`config.mk`:
```
export PLATFORM = sky130hd
export DESIGN_NAME = psmi_phy_if
export DESIGN_NICKNAME = d
export VERILOG_FILES = /design/src/psmi_pkg.sv /design/src/psmi_nack.sv /design/src/psmi_phy_if.sv /design/src/psmi_sync.sv
export SDC_FILE = /design/constraint.sdc
export NUM_CORES = 1
export LEC_CHECK = 0
export BUFFER_PORTS_ARGS = -buffer_cell sky130_fd_sc_hd__buf_2
export CELL_PAD_IN_SITES_DETAIL_PLACEMENT = 0
export CELL_PAD_IN_SITES_GLOBAL_PLACEMENT = 1
export CORE_AREA = 2 2 80 82
export CTS_BUF_LIST = sky130_fd_sc_hd__clkbuf_2 sky130_fd_sc_hd__clkbuf_4 sky130_fd_sc_hd__clkbuf_8
export DETAILED_ROUTE_END_ITERATION = 16
export DIE_AREA = 0 0 82 84
export GPL_ROUTABILITY_DRIVEN = 1
export PLACE_DENSITY_LB_ADDON = 0.25
export SLEW_MARGIN = 20
export SYNTH_ARGS = -nofsm -noshare
export SYNTH_HDL_FRONTEND = slang
export SYNTH_SLANG_ARGS = --single-unit
export TNS_END_PERCENT = 5
```
`constraint.sdc`:
```
create_clock -name ref_clk_in -period 7 [get_ports ref_clk_in]
set_clock_uncertainty 0.15 [all_clocks]
set_input_delay 0.7 -clock ref_clk_in [delete_from_list [all_inputs] [get_ports ref_clk_in]]
set_output_delay 0.7 -clock ref_clk_in [all_outputs]
set_load 0.1 [all_outputs]
```
`src/psmi_pkg.sv`:
```
// Purpose: Shared codes, states and counts for the serial symbol and management interface.
// Assumes: Symbol codes are written as {bit2, bit1, bit0}.
// Notes: Link clock rates range from 1.0 to 5 MHz; the core clock is 20 MHz.
package psmi_pkg;

  // Management request codes.
  localparam logic [2:0] REQ_RESET = 3'h7;
  localparam logic [2:0] REQ_DIS_LB = 3'h5;
  localparam logic [2:0] REQ_EN_TX = 3'h3;
  localparam logic [2:0] REQ_SERIAL_MGMT_DATA_CMD = 3'h0;
  localparam logic [2:0] REQ_IDLE = 3'h1;

  // MAC request classes held in bits 2 and 1.
  localparam logic [1:0] MAC_DATA = 2'h0;
  localparam logic [1:0] MAC_PAD = 2'h1;
  localparam logic [1:0] MAC_NONDATA = 2'h2;
  localparam logic [1:0] MAC_SILENCE = 2'h3;

  // MAC indication codes.
  localparam logic [2:0] IND_ONE = 3'h1;
  localparam logic [2:0] IND_NONDATA = 3'h4;
  localparam logic [2:0] IND_SILENCE = 3'h6;
  localparam logic [2:0] IND_BAD = 3'h2;

  // Management indication codes; NACK and ACK fill bits 2 and 1 only.
  localparam logic [1:0] IND_NACK = 2'h2;
  localparam logic [1:0] IND_ACK = 2'h1;
  localparam logic [2:0] IND_IDLE = 3'h1;
  localparam logic [2:0] IND_PHY_ERR = 3'h7;

  // Receive clock periods of silence before management mode is shown.
  localparam int MGMT_ENTRY_TICKS = 17;
  // Bit periods of the response byte: start plus eight zeros, then stop.
  localparam int NACK_LOW_BITS = 9;
  localparam int NACK_TOTAL_BITS = 10;

  // Core clock rate.
  localparam int REF_CLK_HZ = 20000000;

  // Operating mode of the request channel.
  typedef enum logic [1:0] {
    PSMI_HOLD = 2'b00,
    PSMI_MAC = 2'b01,
    PSMI_WAIT = 2'b10,
    PSMI_MGMT = 2'b11
  } psmi_mode_t;

endpackage

```
`src/psmi_nack.sv`:
```
// Purpose: Serialises the all-zero response byte behind a NACK.
// Assumes: tick_in pulses once per receive clock period.
// Notes: Abort wins over start and over a tick in the same cycle.
module psmi_nack
  import psmi_pkg::*;
(
  input wire logic ref_clk_in, // Core clock.
  input wire logic arst_n_in, // Asynchronous reset, active low.
  input wire logic start_in, // Starts a response byte.
  input wire logic abort_in, // Cancels the byte at once.
  input wire logic tick_in, // Receive clock update pulse.
  output logic busy_out, // Byte in progress.
  output logic bit_out // Bit to show at the next tick.
);

  logic [3:0] cnt_q;
  logic [3:0] cnt_d;
  logic busy_d;
  logic last_w;

  // Stop bit is the last of the byte; all earlier bits are low.
  assign last_w = (cnt_q == 4'(NACK_TOTAL_BITS - 1));
  assign bit_out = (cnt_q >= 4'(NACK_LOW_BITS));
  assign busy_d = abort_in ? 1'b0 : start_in ? 1'b1 : (tick_in && last_w) ? 1'b0 : busy_out;
  assign cnt_d = (abort_in || start_in) ? 4'h0 : (tick_in && busy_out) ? cnt_q + 4'h1 : cnt_q;

  // Counts bit periods while a byte is in progress.
  always_ff @(posedge ref_clk_in or negedge arst_n_in) begin
    if (!arst_n_in) begin
      busy_out <= 1'b0;
      cnt_q <= 4'h0;
    end else begin
      busy_out <= busy_d;
      cnt_q <= cnt_d;
    end
  end
endmodule

```
`src/psmi_phy_if.sv`:
```
// Purpose: Physical side of the serial symbol request and indication channels with management commands.
// Assumes: Link clocks and pins are asynchronous to ref_clk_in and at least four times slower.
// Notes: Requests are taken at the transmit clock rise, indications change at the receive clock fall.
// Behaviour
// Management mode codes: 111 reset, 101 loopback off, 011 transmitter on, 00x data/idle.
// Only reset, loopback off, transmitter on, idle run; serial data gets NACK.
// MAC mode codes: 000 zero, 001 one, 10X non-data, 01X pad-idle, 11X silence.
// Controller sends non-data symbols only in pairs.
// Mode indication high in MAC mode, low in management mode or on error.
// Indication lines change synchronously with the receive clock.
// Management indications: 10x NACK, 01x ACK, 001 idle, 111 physical error.
// During serial data response bit0 carries data, bits 2..1 carry NACK.
// MAC indications: 000 zero, 001 one, 10X non-data, 11X silence, 01X bad.
// Jabber inhibit is reported as the physical layer error code.
// Serial data command returns NACK with an all-zero framed response byte.
// Reset, loopback off or transmitter on aborts a running NACK response.
// Reset command enables loopback, disables transmitter, clears jabber, answers ACK.
// Hardware reset pin is asynchronous, active high, same effect as reset command.
// Released in management mode, the device waits for a MAC-to-management transition.
// Controller releases reset in MAC mode or visits MAC mode first.
// Loopback routes the internal transmit symbol into the recovery path.
// Loopback entered only by reset, left only by loopback off, which gets ACK.
// Full duplex: looped MAC symbols are reported while being sent.
// Transmitter stays disabled until transmitter on, which is acknowledged with ACK.
// Controller sends loopback off, transmitter on, then returns to MAC mode.
// Idle and invalid commands return the idle response.
// ACK appears within two clocks; controller holds the command until seen.
// Silence for seventeen clocks before mode indication goes low.
// Response byte: bit0 low nine clocks, then high one clock.
// Request lines are registered on the transmit clock before decoding.
module psmi_phy_if
  import psmi_pkg::*;
(
  input wire logic ref_clk_in, // Core clock, 20 MHz.
  input wire logic rst_n_in, // System reset, active low.
  input wire logic hw_reset_in, // Reset pin, active high.
  input wire logic xmit_clock_in, // Transmit clock from the controller side.
  input wire logic recv_clock_in, // Receive clock from clock recovery.
  input wire logic mgmt_mode_req_n_in, // Mode request, low selects management.
  input wire logic req_sym_bit2_in, // Request symbol bit 2.
  input wire logic req_sym_bit1_in, // Request symbol bit 1.
  input wire logic req_sym_bit0_in, // Request symbol bit 0.
  input wire logic [2:0] line_rx_sym_in, // Symbol recovered from the line receiver.
  input wire logic jabber_in, // Jabber inhibit condition.
  output logic mgmt_mode_ind_n_out, // Mode indication, low in management or error.
  output logic ind_sym_bit2_out, // Indication symbol bit 2.
  output logic ind_sym_bit1_out, // Indication symbol bit 1.
  output logic ind_sym_bit0_out, // Indication symbol bit 0.
  output logic [2:0] tx_sym_out, // Internal transmit symbol before the buffers.
  output logic xmit_disable_out, // Transmitter disabled.
  output logic xmit_out_en_out, // Transmitter output buffers enabled.
  output logic loopback_out, // Internal loopback active.
  output logic jabber_clear_out // Clears the jabber inhibit timer.
);

  logic arst_n;
  logic [1:0] clk_s;
  logic [1:0] clk_d_q;
  logic [3:0] req_s;
  logic [3:0] misc_s;
  logic tx_tick;
  logic rx_tick;
  logic jab_s;
  logic [2:0] line_s;
  logic [2:0] req_q;
  logic mode_n_q;
  logic req_new_q;
  psmi_mode_t mode_q;
  psmi_mode_t mode_d;
  logic [4:0] wait_q;
  logic [4:0] wait_d;
  logic cmd_hit;
  logic hit_reset;
  logic hit_dis;
  logic hit_en;
  logic hit_sm;
  logic prev_sm_q;
  logic loopback_q;
  logic tx_en_q;
  logic jab_clr_q;
  logic nack_busy;
  logic nack_bit;
  logic nack_abort;
  logic [2:0] lb_sym;
  logic [2:0] rec_sym;
  logic [2:0] mgmt_sym;
  logic [2:0] resp_sym;
  logic resp_ind_n;
  logic [2:0] ind_q;
  logic ind_n_q;
  logic [2:0] tx_sym_q;

  // The reset pin acts without the clock, like the system reset.
  assign arst_n = rst_n_in & ~hw_reset_in;

  // Both link clocks are sampled as ordinary pins.
  psmi_sync #(.WIDTH(2)) u_clk_sync (
    .ref_clk_in(ref_clk_in),
    .arst_n_in(arst_n),
    .d_in({xmit_clock_in, recv_clock_in}),
    .q_out(clk_s)
  );

  // Request pins pass two flops before capture.
  psmi_sync #(.WIDTH(4)) u_req_sync (
    .ref_clk_in(ref_clk_in),
    .arst_n_in(arst_n),
    .d_in({mgmt_mode_req_n_in, req_sym_bit2_in, req_sym_bit1_in, req_sym_bit0_in}),
    .q_out(req_s)
  );

  // Line symbol and jabber condition pass two flops as well.
  psmi_sync #(.WIDTH(4)) u_misc_sync (
    .ref_clk_in(ref_clk_in),
    .arst_n_in(arst_n),
    .d_in({jabber_in, line_rx_sym_in}),
    .q_out(misc_s)
  );

  assign jab_s = misc_s[3];
  assign line_s = misc_s[2:0];

  // Transmit clock rise takes requests; receive clock fall moves indications.
  assign tx_tick = clk_s[1] & ~clk_d_q[1];
  assign rx_tick = ~clk_s[0] & clk_d_q[0];

  // Edge detector history.
  always_ff @(posedge ref_clk_in or negedge arst_n) begin
    if (!arst_n) begin
      clk_d_q <= 2'h0;
    end else begin
      clk_d_q <= clk_s;
    end
  end

  // Registers the request word on the transmit clock so no half-changed code is decoded.
  always_ff @(posedge ref_clk_in or negedge arst_n) begin
    if (!arst_n) begin
      req_q <= REQ_IDLE;
      mode_n_q <= 1'b1;
      req_new_q <= 1'b0;
    end else begin
      req_new_q <= tx_tick;
      if (tx_tick) begin
        req_q <= req_s[2:0];
        mode_n_q <= req_s[3];
      end
    end
  end

  // Mode sequencing; after reset the device waits for MAC mode before commands count.
  always_comb begin
    mode_d = mode_q;
    wait_d = wait_q;
    unique case (mode_q)
      PSMI_HOLD: begin
        if (req_new_q && mode_n_q) begin
          mode_d = PSMI_MAC;
        end
      end
      PSMI_MAC: begin
        if (req_new_q && !mode_n_q) begin
          mode_d = PSMI_WAIT;
          wait_d = 5'h0;
        end
      end
      PSMI_WAIT: begin
        if (req_new_q && mode_n_q) begin
          mode_d = PSMI_MAC;
        end else if (rx_tick) begin
          wait_d = wait_q + 5'h1;
          // The indication register shows the new mode one fall later, so the switch comes one fall early.
          if (wait_q == 5'(MGMT_ENTRY_TICKS - 2)) begin
            mode_d = PSMI_MGMT;
          end
        end
      end
      PSMI_MGMT: begin
        if (req_new_q && mode_n_q) begin
          mode_d = PSMI_MAC;
        end
      end
    endcase
  end

  // Mode state register.
  always_ff @(posedge ref_clk_in or negedge arst_n) begin
    if (!arst_n) begin
      mode_q <= PSMI_HOLD;
      wait_q <= 5'h0;
    end else begin
      mode_q <= mode_d;
      wait_q <= wait_d;
    end
  end

  // Command decode, only in management mode on a fresh request word.
  assign cmd_hit = req_new_q && !mode_n_q && (mode_q == PSMI_MGMT);
  assign hit_reset = cmd_hit && (req_q == REQ_RESET);
  assign hit_dis = cmd_hit && (req_q == REQ_DIS_LB);
  assign hit_en = cmd_hit && (req_q == REQ_EN_TX);
  assign hit_sm = cmd_hit && (req_q == REQ_SERIAL_MGMT_DATA_CMD) && !prev_sm_q && !nack_busy;
  assign nack_abort = hit_reset | hit_dis | hit_en;

  // Loopback, transmitter enable and jabber clear follow the commands.
  always_ff @(posedge ref_clk_in or negedge arst_n) begin
    if (!arst_n) begin
      loopback_q <= 1'b1;
      tx_en_q <= 1'b0;
      jab_clr_q <= 1'b1;
      prev_sm_q <= 1'b0;
    end else begin
      jab_clr_q <= hit_reset;
      if (cmd_hit) begin
        prev_sm_q <= (req_q == REQ_SERIAL_MGMT_DATA_CMD);
      end
      if (hit_reset) begin
        loopback_q <= 1'b1;
        tx_en_q <= 1'b0;
      end else begin
        if (hit_dis) begin
          loopback_q <= 1'b0;
        end
        if (hit_en) begin
          tx_en_q <= 1'b1;
        end
      end
    end
  end

  // Response byte generator behind NACK.
  psmi_nack u_nack (
    .ref_clk_in(ref_clk_in),
    .arst_n_in(arst_n),
    .start_in(hit_sm),
    .abort_in(nack_abort),
    .tick_in(rx_tick),
    .busy_out(nack_busy),
    .bit_out(nack_bit)
  );

  // Looped symbol as recovered from the internal transmit signal; pad-idle recovers as data.
  assign lb_sym = (tx_sym_q[2:1] == MAC_DATA) ? tx_sym_q :
                  (tx_sym_q[2:1] == MAC_NONDATA) ? IND_NONDATA :
                  (tx_sym_q[2:1] == MAC_PAD) ? IND_ONE : IND_SILENCE;
  assign rec_sym = loopback_q ? lb_sym : line_s;

  // Management response; NACK carries the serial data bit in bit0.
  assign mgmt_sym = nack_busy ? {IND_NACK, nack_bit} :
                    (req_q == REQ_RESET || req_q == REQ_DIS_LB || req_q == REQ_EN_TX) ?
                    {IND_ACK, 1'b1} : IND_IDLE;

  // Output selection by mode, with the jabber error taking priority.
  assign resp_sym = jab_s ? IND_PHY_ERR :
                    (mode_q == PSMI_MGMT) ? mgmt_sym :
                    (mode_q == PSMI_MAC) ? rec_sym : IND_SILENCE;
  assign resp_ind_n = ~jab_s && (mode_q != PSMI_MGMT);

  // Indication lines move only on the receive clock fall.
  always_ff @(posedge ref_clk_in or negedge arst_n) begin
    if (!arst_n) begin
      ind_q <= IND_SILENCE;
      ind_n_q <= 1'b1;
    end else if (rx_tick) begin
      ind_q <= resp_sym;
      ind_n_q <= resp_ind_n;
    end
  end

  // Internal transmit symbol; silence outside MAC mode.
  always_ff @(posedge ref_clk_in or negedge arst_n) begin
    if (!arst_n) begin
      tx_sym_q <= {MAC_SILENCE, 1'b0};
    end else if (req_new_q) begin
      tx_sym_q <= (mode_n_q && mode_q != PSMI_HOLD) ? req_q : {MAC_SILENCE, 1'b0};
    end
  end

  assign mgmt_mode_ind_n_out = ind_n_q;
  assign ind_sym_bit2_out = ind_q[2];
  assign ind_sym_bit1_out = ind_q[1];
  assign ind_sym_bit0_out = ind_q[0];
  assign tx_sym_out = tx_sym_q;
  assign xmit_disable_out = ~tx_en_q;
  assign xmit_out_en_out = tx_en_q;
  assign loopback_out = loopback_q;
  assign jabber_clear_out = jab_clr_q;
endmodule

```
`src/psmi_sync.sv`:
```
// Purpose: Two-flop synchroniser for a group of pins.
// Assumes: Each bit is an independent level.
// Notes: Only the second stage is visible outside.
module psmi_sync #(
  parameter int WIDTH = 1
) (
  input wire logic ref_clk_in, // Core clock.
  input wire logic arst_n_in, // Asynchronous reset, active low.
  input wire logic [WIDTH-1:0] d_in, // Pin levels.
  output logic [WIDTH-1:0] q_out // Synchronised levels.
);

  logic [WIDTH-1:0] meta_q;

  // The first stage feeds the second stage only.
  always_ff @(posedge ref_clk_in or negedge arst_n_in) begin
    if (!arst_n_in) begin
      meta_q <= '0;
      q_out <= '0;
    end else begin
      meta_q <= d_in;
      q_out <= meta_q;
    end
  end

endmodule

```
# Word-level counts from Yosys, hierarchy flattened
# Index checks and enable logic that the tools add are counted.
[word_totals]
register_bits = 50
input_bits = 13
out_inout_bits = 11
wordCells = 111
[classes]
n_addsub = 2
order_cmp = 1
n_eq_ne = 17
mux = 29
n_bitwise = 10
n_reduce_logical = 31
[ops]
columns = ["operator", "count"]
rows = [
  ["2-to-1 mux 3 bit", 9],
  ["2-to-1 mux 5 bit", 3],
  ["logical AND 1 bit", 13],
  ["2-to-1 mux 2 bit", 6],
  ["case mux 5 bit (2 select lines)", 1],
  ["nonzero test 2 bit", 5],
  ["2-to-1 mux 4 bit", 2],
  ["AND reduction 4 bit", 2],
  ["2-to-1 mux 1 bit", 7],
  ["equality test 2 bit (second input constant)", 3],
  ["equality test 3 bit (second input constant)", 2],
  ["inequality test 2 bit (second input constant)", 3],
  ["case mux 2 bit (3 select lines)", 1],
  ["adder 5 x 1 -> 5 bit (second input constant)", 1],
  ["equality test 5 x 4 -> 1 bit (second input constant)", 1],
  ["inverter 1 bit", 5],
  ["adder 4 x 1 -> 4 bit (second input constant)", 1],
  ["equality test 2 x 1 -> 1 bit (second input constant)", 2],
  ["equality test 4 bit (second input constant)", 1],
  ["greater-or-equal comparator 4 bit (second input constant)", 1],
  ["zero test 2 bit", 2],
  ["inequality test 2 x 1 -> 1 bit (second input constant)", 2],
  ["AND 1 bit", 3],
  ["equality test 3 x 2 -> 1 bit (second input constant)", 1],
  ["other kinds (8)", 13],
]

# Logic depth before layout (Yosys ltp)
[depth]
ltp_word = 8
mapped_depth = 7
mapped_depth_nobuf = 7

# By module
# Synthesis repeated with hierarchy kept, for this count alone.
[hier_totals]
cells_unflattened = 171
hier_area_um2 = 2082.0
[modules_own_cells]
columns = ["mod", "n_inst", "cells_each", "area_per_inst_um2", "seq_area_each_um2"]
rows = [
  ["psmi_phy_if", 1, 124, 1300.0, 636.9],
  ["psmi_sync (u_misc_sync ...)", 2, 8, 200.2, 200.2],
  ["psmi_nack", 1, 27, 281.5, 125.1],
  ["psmi_sync (u_clk_sync)", 1, 4, 100.1, 100.1],
]

# Worst setup path after synthesis
# OpenSTA, ideal clock, no wires.
[synth_path]
path_type = "flip-flop to output port"
startpoint = "reg tx_en_q, in the netlist xmit_out_en_out"
endpoint = "out xmit_disable_out"
arrival_time_ns = 1.582
required_time_ns = 6.150
path_slack_ns = 4.568
path_stages_with_launch = 2
n_path_buf = 0
cell_sequence = "dfrtp_1 > inv_1"
[synth_via]
elab_chain_len = 1
[synth_rtl]
columns = ["item", "line_no", "source"]
rows = [
  ["start, declared", "psmi_phy_if.sv:79", "logic tx_en_q;"],
  ["start signal, assigned", "psmi_phy_if.sv:209", "tx_en_q <= 1'b0;"],
  ["start signal, assigned", "psmi_phy_if.sv:219", "tx_en_q <= 1'b0;"],
  ["start signal, assigned", "psmi_phy_if.sv:225", "tx_en_q <= 1'b1;"],
  ["inverter 1 bit", "psmi_phy_if.sv:284", "assign xmit_disable_out = ~tx_en_q;"],
  ["end, declared", "psmi_phy_if.sv:50", "output logic xmit_disable_out,"],
]
# Every way passes these cells.

# Worst setup path after layout
[layout_path]
startpoint = "reg loopback_q, in the netlist loopback_out"
endpoint = "out loopback_out"
[layout_rtl]
columns = ["item", "line_no", "source"]
rows = [
  ["start, declared", "psmi_phy_if.sv:78", "logic loopback_q;"],
  ["start signal, assigned", "psmi_phy_if.sv:208", "loopback_q <= 1'b1;"],
  ["start signal, assigned", "psmi_phy_if.sv:218", "loopback_q <= 1'b1;"],
  ["start signal, assigned", "psmi_phy_if.sv:222", "loopback_q <= 1'b0;"],
  ["end, declared", "psmi_phy_if.sv:52", "output logic loopback_out,"],
]
# No word-level cell between the ends.

==> results_dict.tcl <==
set metrics [dict create \
    antenna_left 0 \
    yosysUniqueCellTypes 40 \
    syn_to_final_growth_pct 15.6 \
    synth-seq-cells 50 \
    worstPathMaxFanout 7 \
    utilization_pct 39.1 \
    numCtsBuffers 5 \
    cts-resized-gates 0 \
    syn_area_um2 2060 \
    io_buffer_count 23 \
    syn-num-nets 202 \
    vias 1340 \
    fmax_mhz 457 \
    drtIter0Drc 88 \
    setup_viol 0 \
    row_count 29 \
    tightest_slew_ns 0.687 \
    synthCells 179 \
    pwr-share-comb_pct 35.8 \
    min_period_over_period_pct 31.3 \
    fin_tns_setup_ns 0 \
    yosysTopAreaCellShare_pct 49.7 \
    cp-end-kind "output port" \
    clockRootBuffer "clkbuf_8" \
    cp_top_family "flip-flops" \
    slew_viol_final 0 \
    synth-edff-count 0 \
    h-tree-depth 2 \
    n_antenna_cell 0 \
    pre_cts_slack_ns 5.03 \
    die_y_um 84 \
    vias_per_cell 4.73 \
    slew_headroom_pct 54.1 \
    clk_pin_slew_ns 0.09 \
    hp-class "flop to flop" \
    power.share.switching_pct 42.4 \
    cts_hold_buffers 0 \
    p_int_w 0.000538 \
    coreArea_um2 6100 \
    clkLatencyLatePin_ns 0.31 \
    start_kind "flop" \
    grt_pass1_vias 1257 \
    netlist_top_cells_area "dfrtp_1 50%, dfstp_2 11%, ha_1 6.1%" \
    cts_tree "done" \
    post-route-min-period_ns 2.19 \
    grt_usage_pct 12.2 \
    pwr_density_cell_nw_per_um2 391 \
    cp_slowest_cell "dfstp_2" \
    whs_ns 0.204 \
    clkPwrFrac_pct 22.6 \
    crit_required_ns 6.15 \
    worst-path-buf-inv 1 \
    synth_top_cell_by_area "dfrtp_1" \
    initial_core_util_pct 33.8 \
    crit_arrival_ns 1.34 \
    crit_chain "buf_2" \
    max_stage_delay_ns 0.59 \
    finalWeightedCongestion 0.690 \
    ios 24 \
    die_area_um2 6890 \
    grt_max_degree 51 \
    final_hold_viol_count 0 \
    ys_seq_area_share_pct 61.2 \
    vdd_drop_max_uv 190 \
    clock_path_buffers 2 \
    firstDrtPassIters 4 \
    yosysMostFrequentCell "dfrtp_1" \
    antenna_found_initial 0 \
    gr-total-overflow 0 \
    fin_ws_ns 4.81 \
    synth-async-reset-ratio_pct 100 \
    status "finished clean" \
    seq_power_share_pct 41.6 \
    post_drt_wl_per_cell_um 12.9 \
    die_w_um 82 \
    drc_errors 0 \
    nets 228 \
    hpwl_mm 2.60 \
    synth_flop_cell "dfrtp_1" \
    wl_mm 3.66 \
    postCtsSetupRepairBufs 0 \
    yosys-top-cells-count "41 x dfrtp_1, 13 x nor2_1, 12 x inv_1" \
    rsz0062_at_grt "no" \
    yosysWarningCount 0 \
    p_leak_nw 1.10 \
    critPathKind "flop to output port" \
    grt_pass1_wl_mm 6.27 \
    drive_gt1_share_pct 21.4 \
    synth_area_per_cell_um2 11.5 \
    p_switching_w 0.000396 \
    drv_cap 0 \
    clock_sinks 50 \
]
-- final cells by class --
| cell class | instances | area [um^2] |
|---|---|---|
| tap | 77 | 96.3 |
| sequential | 50 | 1260 |
| fill | 615 | 3710 |
| multi-input combinational | 112 | 742 |
| clock buffer | 5 | 68.8 |
| timing repair buffer | 24 | 123 |
| inverter | 12 | 45.0 |
| clock inverter | 3 | 48.8 |
-- cell usage in the layout (no fill, tap or decap), drive strengths merged, types with 3 or more instances in the layout --
| cell type | n |
|---|---|
| a21oi | 10 |
| dfstp | 9 |
| mux2 | 3 |
| clkbuf | 5 |
| nand2b | 5 |
| nand3b | 3 |
| nand3 | 6 |
| buf | 24 |
| nor3 | 3 |
| mux2i | 3 |
| nor2 | 13 |
| inv | 13 |
| ha | 10 |
| nand4 | 3 |
| o21ai | 11 |
| dfrtp | 41 |
| nand2 | 11 |
| nor2b | 6 |
-- power by group through the flow --
| stage | clock (W) | sequential, W | combinational [W] |
|---|---|---|---|
| floorplan | 0 | 0.000511 | 0.000158 |
| global placement | 0 | 0.000394 | 0.000338 |
| detailed placement | 0 | 0.000394 | 0.000337 |
| CTS | 0.000217 | 0.000389 | 0.000338 |
| global route | 0.000231 | 0.000398 | 0.000363 |
| finish | 0.000211 | 0.000388 | 0.000335 |
-- per-layer routing --
layer  GRT usage [%]  wire length (um)
met1            18.6              1860
met2            15.5              1610
met3            3.25               121
met4            6.36                68
met5               0                 0
-- metrics by stage --
| step | cell area [um^2] | power (W) | cells |
|---|---|---|---|
| 3_3_place_gp | 2270 | 0.000732 | 275 |
| 2_1_floorplan | 2060 | 0.000670 | 179 |
| 3_5_place_dp | 2270 | 0.000731 | 275 |
| 6_report | 2390 | 0.000934 | 283 |
| 4_1_cts | 2390 | 0.000944 | 283 |
| 5_1_grt | 2390 | 0.000993 | 283 |
-- state kept, by name, summed over array words and instances, names as in the netlist --
| name | cells |
|---|---|
| clk_d_q | 2 |
| ind_q | 3 |
| jabber_clear_out | 1 |
| loopback_out | 1 |
| mgmt_mode_ind_n_out | 1 |
| mode_n_q | 1 |
| mode_q | 2 |
| prev_sm_q | 1 |
| req_new_q | 1 |
| req_q | 3 |
| tx_sym_out | 3 |
| u_clk_sync.meta_q | 2 |
| u_clk_sync.q_out | 2 |
| u_misc_sync.meta_q | 4 |
| u_misc_sync.q_out | 4 |
| u_nack.busy_out | 1 |
| u_nack.cnt_q | 4 |
| u_req_sync.meta_q | 4 |
| u_req_sync.q_out | 4 |
| wait_q | 5 |
| xmit_out_en_out | 1 |
-- worst paths after layout --
| path | start | to | cells past startpoint | slack [ns] |
|---|---|---|---|---|
| max | loopback_out$_DFFE_PN1P_ | loopback_out | 1 | 4.81 |
| min | u_misc_sync.meta_q[1]$_DFF_PN0_ | u_misc_sync.q_out[1]$_DFF_PN0_ | 0 | 0.20 |
| max in group asynchronous | hw_reset_in | u_req_sync.q_out[0]$_DFF_PN0_ | 3 | 5.83 |
| min in group asynchronous | rst_n_in | u_misc_sync.meta_q[0]$_DFF_PN0_ | 3 | 0.46 |
| min reg2reg | u_misc_sync.meta_q[1]$_DFF_PN0_ | u_misc_sync.q_out[1]$_DFF_PN0_ | 0 | 0.20 |
| max reg2reg | mode_q[1]$_DFFE_PN0P_ | wait_q[3]$_DFFE_PN0P_ | 6 | 5.02 |
-- kinds of logic after synthesis --
kind of cell               count (synthesis)  synth area share [%]
buffers and inverters                     17                  3.21
and+or+nand+nor                           58                  14.5
adders and majority gates                 10                  6.06
DFF                                       50                  61.2
xor gates and xnor gates                   1                 0.425
muxes                                      6                  3.27
AOI/OAI and AO/OA                         37                  11.3
No activity file was read; power rests on OpenSTA's default activity.
